File: src/design/fpt_pkg.sv
package fpt_pkg;

    // Clock
    localparam int CLK_PERIOD_NS = 10;

    // Register indexes; byte address is four times the index
    localparam logic [7:0] IDX_FAN_A_SEL = 8'h56;
    localparam logic [7:0] IDX_FAN_B     = 8'h57;
    localparam logic [7:0] IDX_CTRL      = 8'h58;
    localparam logic [7:0] IDX_TACH_A    = 8'h59;

    // Reset values, applied on the standby power-on reset
    localparam logic [7:0] RST_FAN_A_SEL = 8'h00;
    localparam logic [7:0] RST_FAN_B     = 8'h00;
    localparam logic [7:0] RST_CTRL      = 8'h50;
    localparam logic [7:0] RST_TACH      = 8'h00;

    // Fan output register fields
    localparam int FANB_FORCE_BIT = 0;
    localparam int DUTY_LSB       = 1;
    localparam int DUTY_W         = 6;
    localparam int CLK_SEL_BIT    = 7;

    // Fan clocking control fields; fan B fields sit one slot above fan A
    localparam int CTRL_SRC_A_BIT  = 0;
    localparam int CTRL_MULT_A_BIT = 2;
    localparam int CTRL_DIV_A_LSB  = 4;
    localparam int CTRL_DIV_W      = 2;

    // Timing
    localparam int PWM_STEP_NS  = 400;
    localparam int PWM_STEP_CYC = (PWM_STEP_NS + CLK_PERIOD_NS - 1)
                                  / CLK_PERIOD_NS;
    localparam int MON_BASE0_NS = 40000;
    localparam int MON_BASE1_NS = 20000;
    localparam int MON_BASE2_NS = 10000;
    localparam int MON_BASE3_NS = 5000;
    localparam int MON_BASE0_CYC = MON_BASE0_NS / CLK_PERIOD_NS;
    localparam int MON_BASE1_CYC = MON_BASE1_NS / CLK_PERIOD_NS;
    localparam int MON_BASE2_CYC = MON_BASE2_NS / CLK_PERIOD_NS;
    localparam int MON_BASE3_CYC = MON_BASE3_NS / CLK_PERIOD_NS;

    // Widths and limits
    localparam int PER_W = 16;
    localparam int PWM_DIV_W = 8;
    localparam logic [7:0] TACH_SAT = 8'hff;

endpackage : fpt_pkg

File: src/design/fpt_mon_tick.sv
`timescale 1ns/10ps
module fpt_mon_tick (
    // Clock and reset
    input  wire logic       sys_clk_i,
    input  wire logic       rst_i,
    // Speed selection
    input  wire logic       src_sel_i,
    input  wire logic       clk_sel_i,
    input  wire logic       mult_i,
    input  wire logic [1:0] div_i,
    // Monitoring clock enable
    output logic            tick_o
);

    typedef struct packed {
        logic [fpt_pkg::PER_W-1:0] cnt;
        logic                      tick;
    } fpt_tick_st_t;

    fpt_tick_st_t st_ff;
    fpt_tick_st_t nxt_st;
    logic [fpt_pkg::PER_W-1:0] period;

    function automatic logic [fpt_pkg::PER_W-1:0] base_period(
        input logic [1:0] code);
        logic [fpt_pkg::PER_W-1:0] p;
        p = fpt_pkg::PER_W'(fpt_pkg::MON_BASE0_CYC);
        case (code)
            2'h1: p = fpt_pkg::PER_W'(fpt_pkg::MON_BASE1_CYC);
            2'h2: p = fpt_pkg::PER_W'(fpt_pkg::MON_BASE2_CYC);
            2'h3: p = fpt_pkg::PER_W'(fpt_pkg::MON_BASE3_CYC);
            default: p = fpt_pkg::PER_W'(fpt_pkg::MON_BASE0_CYC);
        endcase
        return p;
    endfunction : base_period

    always_comb begin
        // Source and clock select pick the base rate
        period = base_period({src_sel_i, clk_sel_i}) << div_i;
        if (mult_i) begin
            period = period >> 1;
        end
        nxt_st = st_ff;
        nxt_st.tick = 1'b0;
        // >= so a shorter period chosen mid-count takes effect at once
        if (st_ff.cnt >= period - 16'h0001) begin
            nxt_st.cnt = '0;
            nxt_st.tick = 1'b1;
        end else begin
            nxt_st.cnt = st_ff.cnt + 16'h0001;
        end
    end

    always_ff @(posedge sys_clk_i) begin
        if (rst_i) begin
            st_ff <= '0;
        end else begin
            st_ff <= nxt_st;
        end
    end

    assign tick_o = st_ff.tick;
endmodule : fpt_mon_tick

File: src/design/fpt_fan_ctrl.sv
// Overview of operation
// Bit0 clear: duty field drives fan B
// Bit0 set: fan B output held high
// Duty 0 low, 32 half, 63 of 64
// Fan B select bit joins control bits
// Fan B speed doubles via control bit3
// Control bit0 picks fan A speed clock
// Control bit1 picks fan B speed clock
// Control bit2 doubles fan A speed
// Control bit3 doubles fan B speed
// Divisor fields scale 1,2,4,8, default 2
// Count clocks per fan A tach pulse
//
// The Wishbone slave port is this design's own decision.
`timescale 1ns/10ps
module fpt_fan_ctrl (
    // Clock and reset
    input  wire logic        sys_clk_i,
    input  wire logic        rst_i,
    // Wishbone slave
    input  wire logic        wb_cyc_i,
    input  wire logic        wb_stb_i,
    input  wire logic        wb_we_i,
    input  wire logic [9:0]  wb_adr_i,
    input  wire logic [3:0]  wb_sel_i,
    input  wire logic [31:0] wb_dat_i,
    output logic      [31:0] wb_dat_o,
    output logic             wb_ack_o,
    // Fan side
    input  wire logic        fan_a_tach_i,
    output logic             fan_b_output_o,
    output logic             fan_b_mon_tick_o
);

    typedef struct packed {
        logic [7:0]                      fan_a_sel;
        logic [7:0]                      fan_b;
        logic [7:0]                      ctrl;
        logic [7:0]                      tach_cnt;
        logic [7:0]                      tach_run;
        logic                            tach_prev;
        logic [fpt_pkg::PWM_DIV_W-1:0]   pwm_div;
        logic [fpt_pkg::DUTY_W-1:0]      pwm_phase;
        logic                            pwm_out;
        logic                            ack;
        logic [7:0]                      rdata;
    } fpt_ctrl_st_t;

    localparam fpt_ctrl_st_t ST_RESET = '{
        fan_a_sel: fpt_pkg::RST_FAN_A_SEL,
        fan_b:     fpt_pkg::RST_FAN_B,
        ctrl:      fpt_pkg::RST_CTRL,
        tach_cnt:  fpt_pkg::RST_TACH,
        tach_run:  8'h00,
        tach_prev: 1'b0,
        pwm_div:   '0,
        pwm_phase: '0,
        pwm_out:   1'b0,
        ack:       1'b0,
        rdata:     8'h00
    };

    fpt_ctrl_st_t st_ff;
    fpt_ctrl_st_t nxt_st;

    logic [7:0]                 idx;
    logic [fpt_pkg::DUTY_W-1:0] duty;
    logic                       force_hi;
    logic                       tach_rise;
    logic [1:0]                 mon_tick;
    logic [1:0]                 clk_sel_bits;

    // Register read mux; unmapped indexes read as zero
    function automatic logic [7:0] reg_read(input logic [7:0] i,
                                             input fpt_ctrl_st_t s);
        logic [7:0] v;
        v = 8'h00;
        case (i)
            fpt_pkg::IDX_FAN_A_SEL: v = s.fan_a_sel;
            fpt_pkg::IDX_FAN_B:     v = s.fan_b;
            fpt_pkg::IDX_CTRL:      v = s.ctrl;
            fpt_pkg::IDX_TACH_A:    v = s.tach_cnt;
            default:                v = 8'h00;
        endcase
        return v;
    endfunction : reg_read

    assign idx = wb_adr_i[9:2];
    assign duty = st_ff.fan_b[fpt_pkg::DUTY_LSB +: fpt_pkg::DUTY_W];
    assign force_hi = st_ff.fan_b[fpt_pkg::FANB_FORCE_BIT];
    assign tach_rise = fan_a_tach_i & ~st_ff.tach_prev;
    assign clk_sel_bits = {st_ff.fan_b[fpt_pkg::CLK_SEL_BIT],
                           st_ff.fan_a_sel[fpt_pkg::CLK_SEL_BIT]};

    // One monitoring clock per fan
    for (genvar g = 0; g < 2; g++) begin : g_mon
        fpt_mon_tick u_mon (
            .sys_clk_i (sys_clk_i),
            .rst_i     (rst_i),
            .src_sel_i (st_ff.ctrl[fpt_pkg::CTRL_SRC_A_BIT + g]),
            .clk_sel_i (clk_sel_bits[g]),
            .mult_i    (st_ff.ctrl[fpt_pkg::CTRL_MULT_A_BIT + g]),
            .div_i     (st_ff.ctrl[fpt_pkg::CTRL_DIV_A_LSB
                                   + g * fpt_pkg::CTRL_DIV_W +: 2]),
            .tick_o    (mon_tick[g])
        );
    end

    always_comb begin
        nxt_st = st_ff;

        // Bus: ack one cycle after the request; writes land on the ack
        // edge so the master sees them exactly when it samples ack
        nxt_st.ack = wb_cyc_i & wb_stb_i & ~st_ff.ack;
        nxt_st.rdata = 8'h00;
        if (wb_cyc_i & wb_stb_i & ~st_ff.ack & ~wb_we_i) begin
            nxt_st.rdata = reg_read(idx, st_ff);
        end
        if (st_ff.ack & wb_cyc_i & wb_stb_i & wb_we_i & wb_sel_i[0]) begin
            case (idx)
                fpt_pkg::IDX_FAN_A_SEL: begin
                    nxt_st.fan_a_sel = {wb_dat_i[fpt_pkg::CLK_SEL_BIT],
                                        7'h00};
                end
                fpt_pkg::IDX_FAN_B: begin
                    nxt_st.fan_b = wb_dat_i[7:0];
                end
                fpt_pkg::IDX_CTRL: begin
                    nxt_st.ctrl = wb_dat_i[7:0];
                end
                default: begin
                    nxt_st.fan_b = st_ff.fan_b;
                end
            endcase
        end

        // PWM: 64 steps per period, step rate from a divider
        if (st_ff.pwm_div == fpt_pkg::PWM_DIV_W'(fpt_pkg::PWM_STEP_CYC - 1))
        begin
            nxt_st.pwm_div = '0;
            nxt_st.pwm_phase = st_ff.pwm_phase + 6'h01;
        end else begin
            nxt_st.pwm_div = st_ff.pwm_div + 8'h01;
        end
        if (force_hi) begin
            nxt_st.pwm_out = 1'b1;
        end else begin
            nxt_st.pwm_out = (st_ff.pwm_phase < duty);
        end

        // Tach: count monitor ticks between rising tach edges
        nxt_st.tach_prev = fan_a_tach_i;
        if (tach_rise) begin
            nxt_st.tach_cnt = st_ff.tach_run;
            nxt_st.tach_run = 8'h00;
        end else if (mon_tick[0] && st_ff.tach_run != fpt_pkg::TACH_SAT)
        begin
            // Saturates so a pulse after a long stall latches full scale, not a wrap
            nxt_st.tach_run = st_ff.tach_run + 8'h01;
        end
    end

    always_ff @(posedge sys_clk_i) begin
        if (rst_i) begin
            st_ff <= ST_RESET;
        end else begin
            st_ff <= nxt_st;
        end
    end

    assign wb_ack_o = st_ff.ack;
    assign wb_dat_o = {24'h000000, st_ff.rdata};
    assign fan_b_output_o = st_ff.pwm_out;
    assign fan_b_mon_tick_o = mon_tick[1];
endmodule : fpt_fan_ctrl

File: config.mk
export PLATFORM = sky130hd
export DESIGN_NAME = fpt_fan_ctrl
export DESIGN_NICKNAME = d
export VERILOG_FILES = /design/src/design/fpt_pkg.sv /design/src/design/fpt_mon_tick.sv /design/src/design/fpt_fan_ctrl.sv
export SDC_FILE = /design/constraint.sdc
export NUM_CORES = 1
export LEC_CHECK = 0
export BUFFER_PORTS_ARGS = -buffer_cell sky130_fd_sc_hd__buf_2
export CAP_MARGIN = 20
export CORE_MARGIN = 4
export CORE_UTILIZATION = 25
export DETAILED_ROUTE_END_ITERATION = 8
export PLACE_DENSITY = 0.53
export RECOVER_POWER = 50
export SLEW_MARGIN = 20
export SYNTH_ARGS = -nofsm -noshare
export SYNTH_HDL_FRONTEND = slang
export SYNTH_HIERARCHICAL = 1
export SYNTH_SLANG_ARGS = --single-unit
File: constraint.sdc
create_clock -name sys_clk_i -period 4.7 [get_ports sys_clk_i]
set_clock_uncertainty 0.1 [all_clocks]
set_input_delay 0.47 -clock sys_clk_i [delete_from_list [all_inputs] [get_ports sys_clk_i]]
set_output_delay 0.47 -clock sys_clk_i [all_outputs]
set_load 0.03 [all_outputs]
==> impl.org <==
** Routing
- The detailed router finished its first iteration with 222 violations.
- Antenna viol nets, final :: 0
- Number of optimization iterations in the first detailed-route pass :: 4
- Routed wire length per instance :: 13.53 um
- Vias after detailed routing :: 4655
- The routed design has 13380 um of wire.
- Via density :: 4.707
- Total DRC errors in the routed layout :: 0

** Die
- The region available for standard cell placement spans 22710 um^2.
- Die outline width :: 160.2 um
- Top-Level Pins :: 87
- The floorplan has 55 rows.
- Initial cell density of the core :: 0.2552
- The die is 160.2 um tall.
- Area of the die :: 25680 um^2

** GRT
- Sum of overflow across all layers after global routing :: 0
- Gr busiest metal :: met2
- Routing usage on met1 :: 0.1440
- The via count of the first global-routing pass was 4349.
- Antenna violations before repair :: 3
- For this run, the total global-route usage over all layers was measured as 0.1060.
- Met3 global-route usage :: 0.02477
- For met2 alone, demand over resource in global routing was 0.1649.
- The first global-routing pass estimated 22360 um of wire.
- Entering global routing, the biggest net connects 67 pins.

** Finish
- In the final design database the tool counted 794 nets.
- Number of antenna cells inserted :: 0
- The layout has 2459 filler cells.
- Summing all multi-input logic gate instances after layout gives 3522 um^2.
- Syn-to-layout area delta :: 8.875%
- Flip-flop and latch area :: 1842 um^2
- Of the cells placed in the final design, the portion with a size suffix greater than 1 is 0.1023.

** Synthesis
- The netlist uses 63 different library cells.
- Synthesis-stage register bit count :: 92
- Counting flops with an async set or reset pin after synthesis yields a share of 0.
- Area leader, netlist :: sky130_fd_sc_hd__dfxtp_1
- The synthesized design contains 0 enable-type register cells.
- Top cells by area in the synthesized netlist :: sky130_fd_sc_hd__dfxtp_1, sky130_fd_sc_hd__ha_1, sky130_fd_sc_hd__xnor2_1
- Of the post-synthesis cell area, the dominant cell type holds 0.3179.
- Most instantiated cells after synthesis :: sky130_fd_sc_hd__dfxtp_1, sky130_fd_sc_hd__nand2_1, sky130_fd_sc_hd__nor2_1, sky130_fd_sc_hd__a21oi_1, sky130_fd_sc_hd__ha_1
- Cell with the most instances after synthesis :: sky130_fd_sc_hd__dfxtp_1
- Avg Synthesized Cell Area :: 8.373 um^2
- In the synthesized netlist, the number of instances is 692.
- The mapped netlist covers 5794 um^2.
- Post-synthesis sequential area ratio :: 0.3179
- For this run, the leading register cell type out of synthesis is sky130_fd_sc_hd__dfxtp_1.
- Count of warnings emitted by yosys :: 6

** Worst hold path
- Number of cells on the worst hold path :: 2
- Hold Path Sink :: st_ff[24]
- The worst hold path belongs to the class in2reg.
- The worst hold path begins at fan_a_tach_i.

** Critical path
- The worst register-to-register path has a depth of 13.
- Slowest-stage cell, CP :: sky130_fd_sc_hd__dfxtp_1
- The worst register-to-register path begins at clk_sel_bits[0].
- Crit. End Element :: flop
- The endpoint identified for the worst register-to-register timing path is g_mon[0].u_mon/st_ff[12].
- Critical Path Stages :: 13
- CP Data Required Time :: 4.82 ns
- Together, buffers and inverters on the worst path number 0.
- The largest single stage delay on the critical path is 0.61 ns.
- Highest fanout seen on the critical path :: 17
- Reg-to-reg slack, setup :: 0.54 ns
- Kind of start point of the critical path :: flop
- Family with the most delay on the worst path :: compound AO/OA/AOI/OAI gates
- By startpoint and endpoint, the worst setup path is classified as reg2reg.
- At the worst endpoint, the arrival time is 4.28 ns.
- Critical path, cell by cell :: nor3b_1, a21oi_1, or2_2, ha_1, or2_2, a221o_1, a221oi_1, a21oi_1, ha_1, a2111oi_0, o21ai_0, o221a_2, a2111oi_1

** STA
- The max-slew violation count came to 67.
- Unrepaired setup endpoints after global routing :: false
- After layout, the worst setup slack is 0.5391 ns.
- Period Utilization, post-route :: 0.8853
- Worst max-slew margin expressed relative to the limit :: -0.9500
- For this run, the top clock speed supported by timing is 0.2403 GHz.
- For the pin with the worst max-slew slack, the measured transition is 2.925 ns.
- In the final timing run, aggregate negative setup slack is 0 ns.
- Number of hold-slack violations in the final timing report :: 0
- Setup violations remaining at the end of the flow were counted as 0.
- Final min period :: 4.161 ns

** Placement
- At the end of routability-driven placement, the weighted congestion stood at 0.8021.
- In this run the tool buffered the top-level ports with 33 buffer cells.
- HPWL Detailed :: 9719 um
- Post-placement worst setup slack :: 0.5254 ns

** Job
- Max-cap violations in this run came to 1.

** Clock tree
- The later pin in the worst-skew pair is clocked with a latency of 0.36 ns.
- Post-CTS repair timing setup buffer count :: 0
- In this run the number of H-tree levels came out at 3.
- Hold buffers post-CTS :: 0
- Once the clock tree was built, the resizer swapped 0 gates to a different size.
- Clock edge transition at the registers on the reported setup and hold paths :: 0.07 ns
- Clock tree synthesis found a total of 92 sinks.
- Cell at the root of the clock tree :: sky130_fd_sc_hd__clkbuf_16
- Number of buffers inserted during clock tree synthesis :: 9
- TritonCTS built the clock tree.
- Counting along the longest clock path gives a buffer depth of 2.

** Outcome
- Violations in the final reports :: max-capacitance violations, max-slew violations
- Outcome :: finished with violations

** Power and ir drop
- Across the VDD grid, the largest voltage drop is 0.0001786 V.
- Static Leak :: 2.255 nW
- Dividing total power by cell area gives a power density of 256.4 nW/um^2.
==> logic make-up (layout without fill, tap and decap cells) <==
family,after synthesis,in the layout,share of synthesized area
AND/OR/NAND/NOR,271,271,0.2531
XOR/XNOR,45,45,0.06802
multiplexers,18,18,0.03282
buffers and inverters,90,79,0.08918
other,3,26,0.001943
adder cells (fa/ha/maj),44,44,0.09415
flip-flops,92,92,0.3179
AO/OA/AOI/OAI,129,129,0.1430
==> power breakdown <==
part           leakage [nW]  switching (W)  internal (W)
sequential            0.743     0.00000853      0.000787
clock                 0.134       0.000327      0.000409
combinational          1.38      0.0000624     0.0000235
total                  2.25       0.000398       0.00122
==> per-layer routing <==
layer | up-vias | part of all wire
met4 | 6 | 0.015
li1 | 2421 | -
met2 | 66 | 0.45
met1 | 2146 | 0.49
met5 | - | 0.0031
met3 | 16 | 0.041
==> worst register-to-register path, cell delays in order (launching register included) <==
cell and delay (ns):
sky130_fd_sc_hd__dfxtp_1 0.61, sky130_fd_sc_hd__nor3b_1 0.31, sky130_fd_sc_hd__a21oi_1 0.09, sky130_fd_sc_hd__or2_2 0.30, sky130_fd_sc_hd__ha_1 0.22, sky130_fd_sc_hd__or2_2 0.28
sky130_fd_sc_hd__a221o_1 0.31, sky130_fd_sc_hd__a221oi_1 0.29, sky130_fd_sc_hd__a21oi_1 0.08, sky130_fd_sc_hd__ha_1 0.20, sky130_fd_sc_hd__a2111oi_0 0.33, sky130_fd_sc_hd__o21ai_0 0.14
sky130_fd_sc_hd__o221a_2 0.42, sky130_fd_sc_hd__a2111oi_1 0.36
==> registers in the layout, indices dropped and copies added, names as in the netlist <==
signal              flops
st_ff                  39
g_mon.u_mon/st_ff      32
wb_dat_o                8
duty                    6
clk_sel_bits            2
g_mon.u_mon/tick_o      2
fan_b_output_o          1
force_hi                1
wb_ack_o                1
==> per-stage QoR <==
stage	utilization	hold slack [ns]	instances	power [W]	area [um^2]
finish	0.2778	0.2612	989	0.001618	6309
global route	0.2778	0.2686	989	0.001688	6309
CTS	0.2786	0.2449	989	0.001646	6327
detailed placement	0.2658	0.3362	974	0.0008986	6036
global placement	0.2658	0.3344	974	0.0008987	6036
floorplan	-	0.3175	715	0.0008934	5881
==> layout make-up <==
type,count,share of cell area
clock buffer,9,0.03570
clock inverter,6,0.01051
inverter,22,0.01309
multi-input combinational,533,0.5583
sequential,92,0.2919
tap,285,0.05653
timing repair buffer,42,0.03392
==> layout by cell type, fill, tap and decap left out, types with 21 or more instances in the layout <==
cell,Yosys,final
sky130_fd_sc_hd__inv_1,22,22
sky130_fd_sc_hd__nor2_1,50,50
sky130_fd_sc_hd__dfxtp_1,92,92
sky130_fd_sc_hd__buf_2,2,21
sky130_fd_sc_hd__a21oi_1,44,44
sky130_fd_sc_hd__nor4_1,30,30
sky130_fd_sc_hd__xnor2_1,28,28
sky130_fd_sc_hd__nand2_1,63,63
sky130_fd_sc_hd__ha_1,42,42
sky130_fd_sc_hd__o21ai_0,29,29
sky130_fd_sc_hd__conb_1,3,26
sky130_fd_sc_hd__nand3_1,29,29
==> worst max path at each step <==
stage | from | to | slack (ns)
after floorplan | st_ff[44] | g_mon[1].u_mon/tick_o | 0.56
after global placement | clk_sel_bits[0] | g_mon[0].u_mon/st_ff[12] | 0.62
after detailed placement | clk_sel_bits[0] | g_mon[0].u_mon/st_ff[16] | 0.53
after CTS | clk_sel_bits[0] | g_mon[0].u_mon/st_ff[16] | 0.53
after global routing | st_ff[44] | g_mon[1].u_mon/st_ff[2] | 0.17
final | clk_sel_bits[0] | g_mon[0].u_mon/st_ff[12] | 0.54
Note: power is estimated with default switching activity, not from simulation.
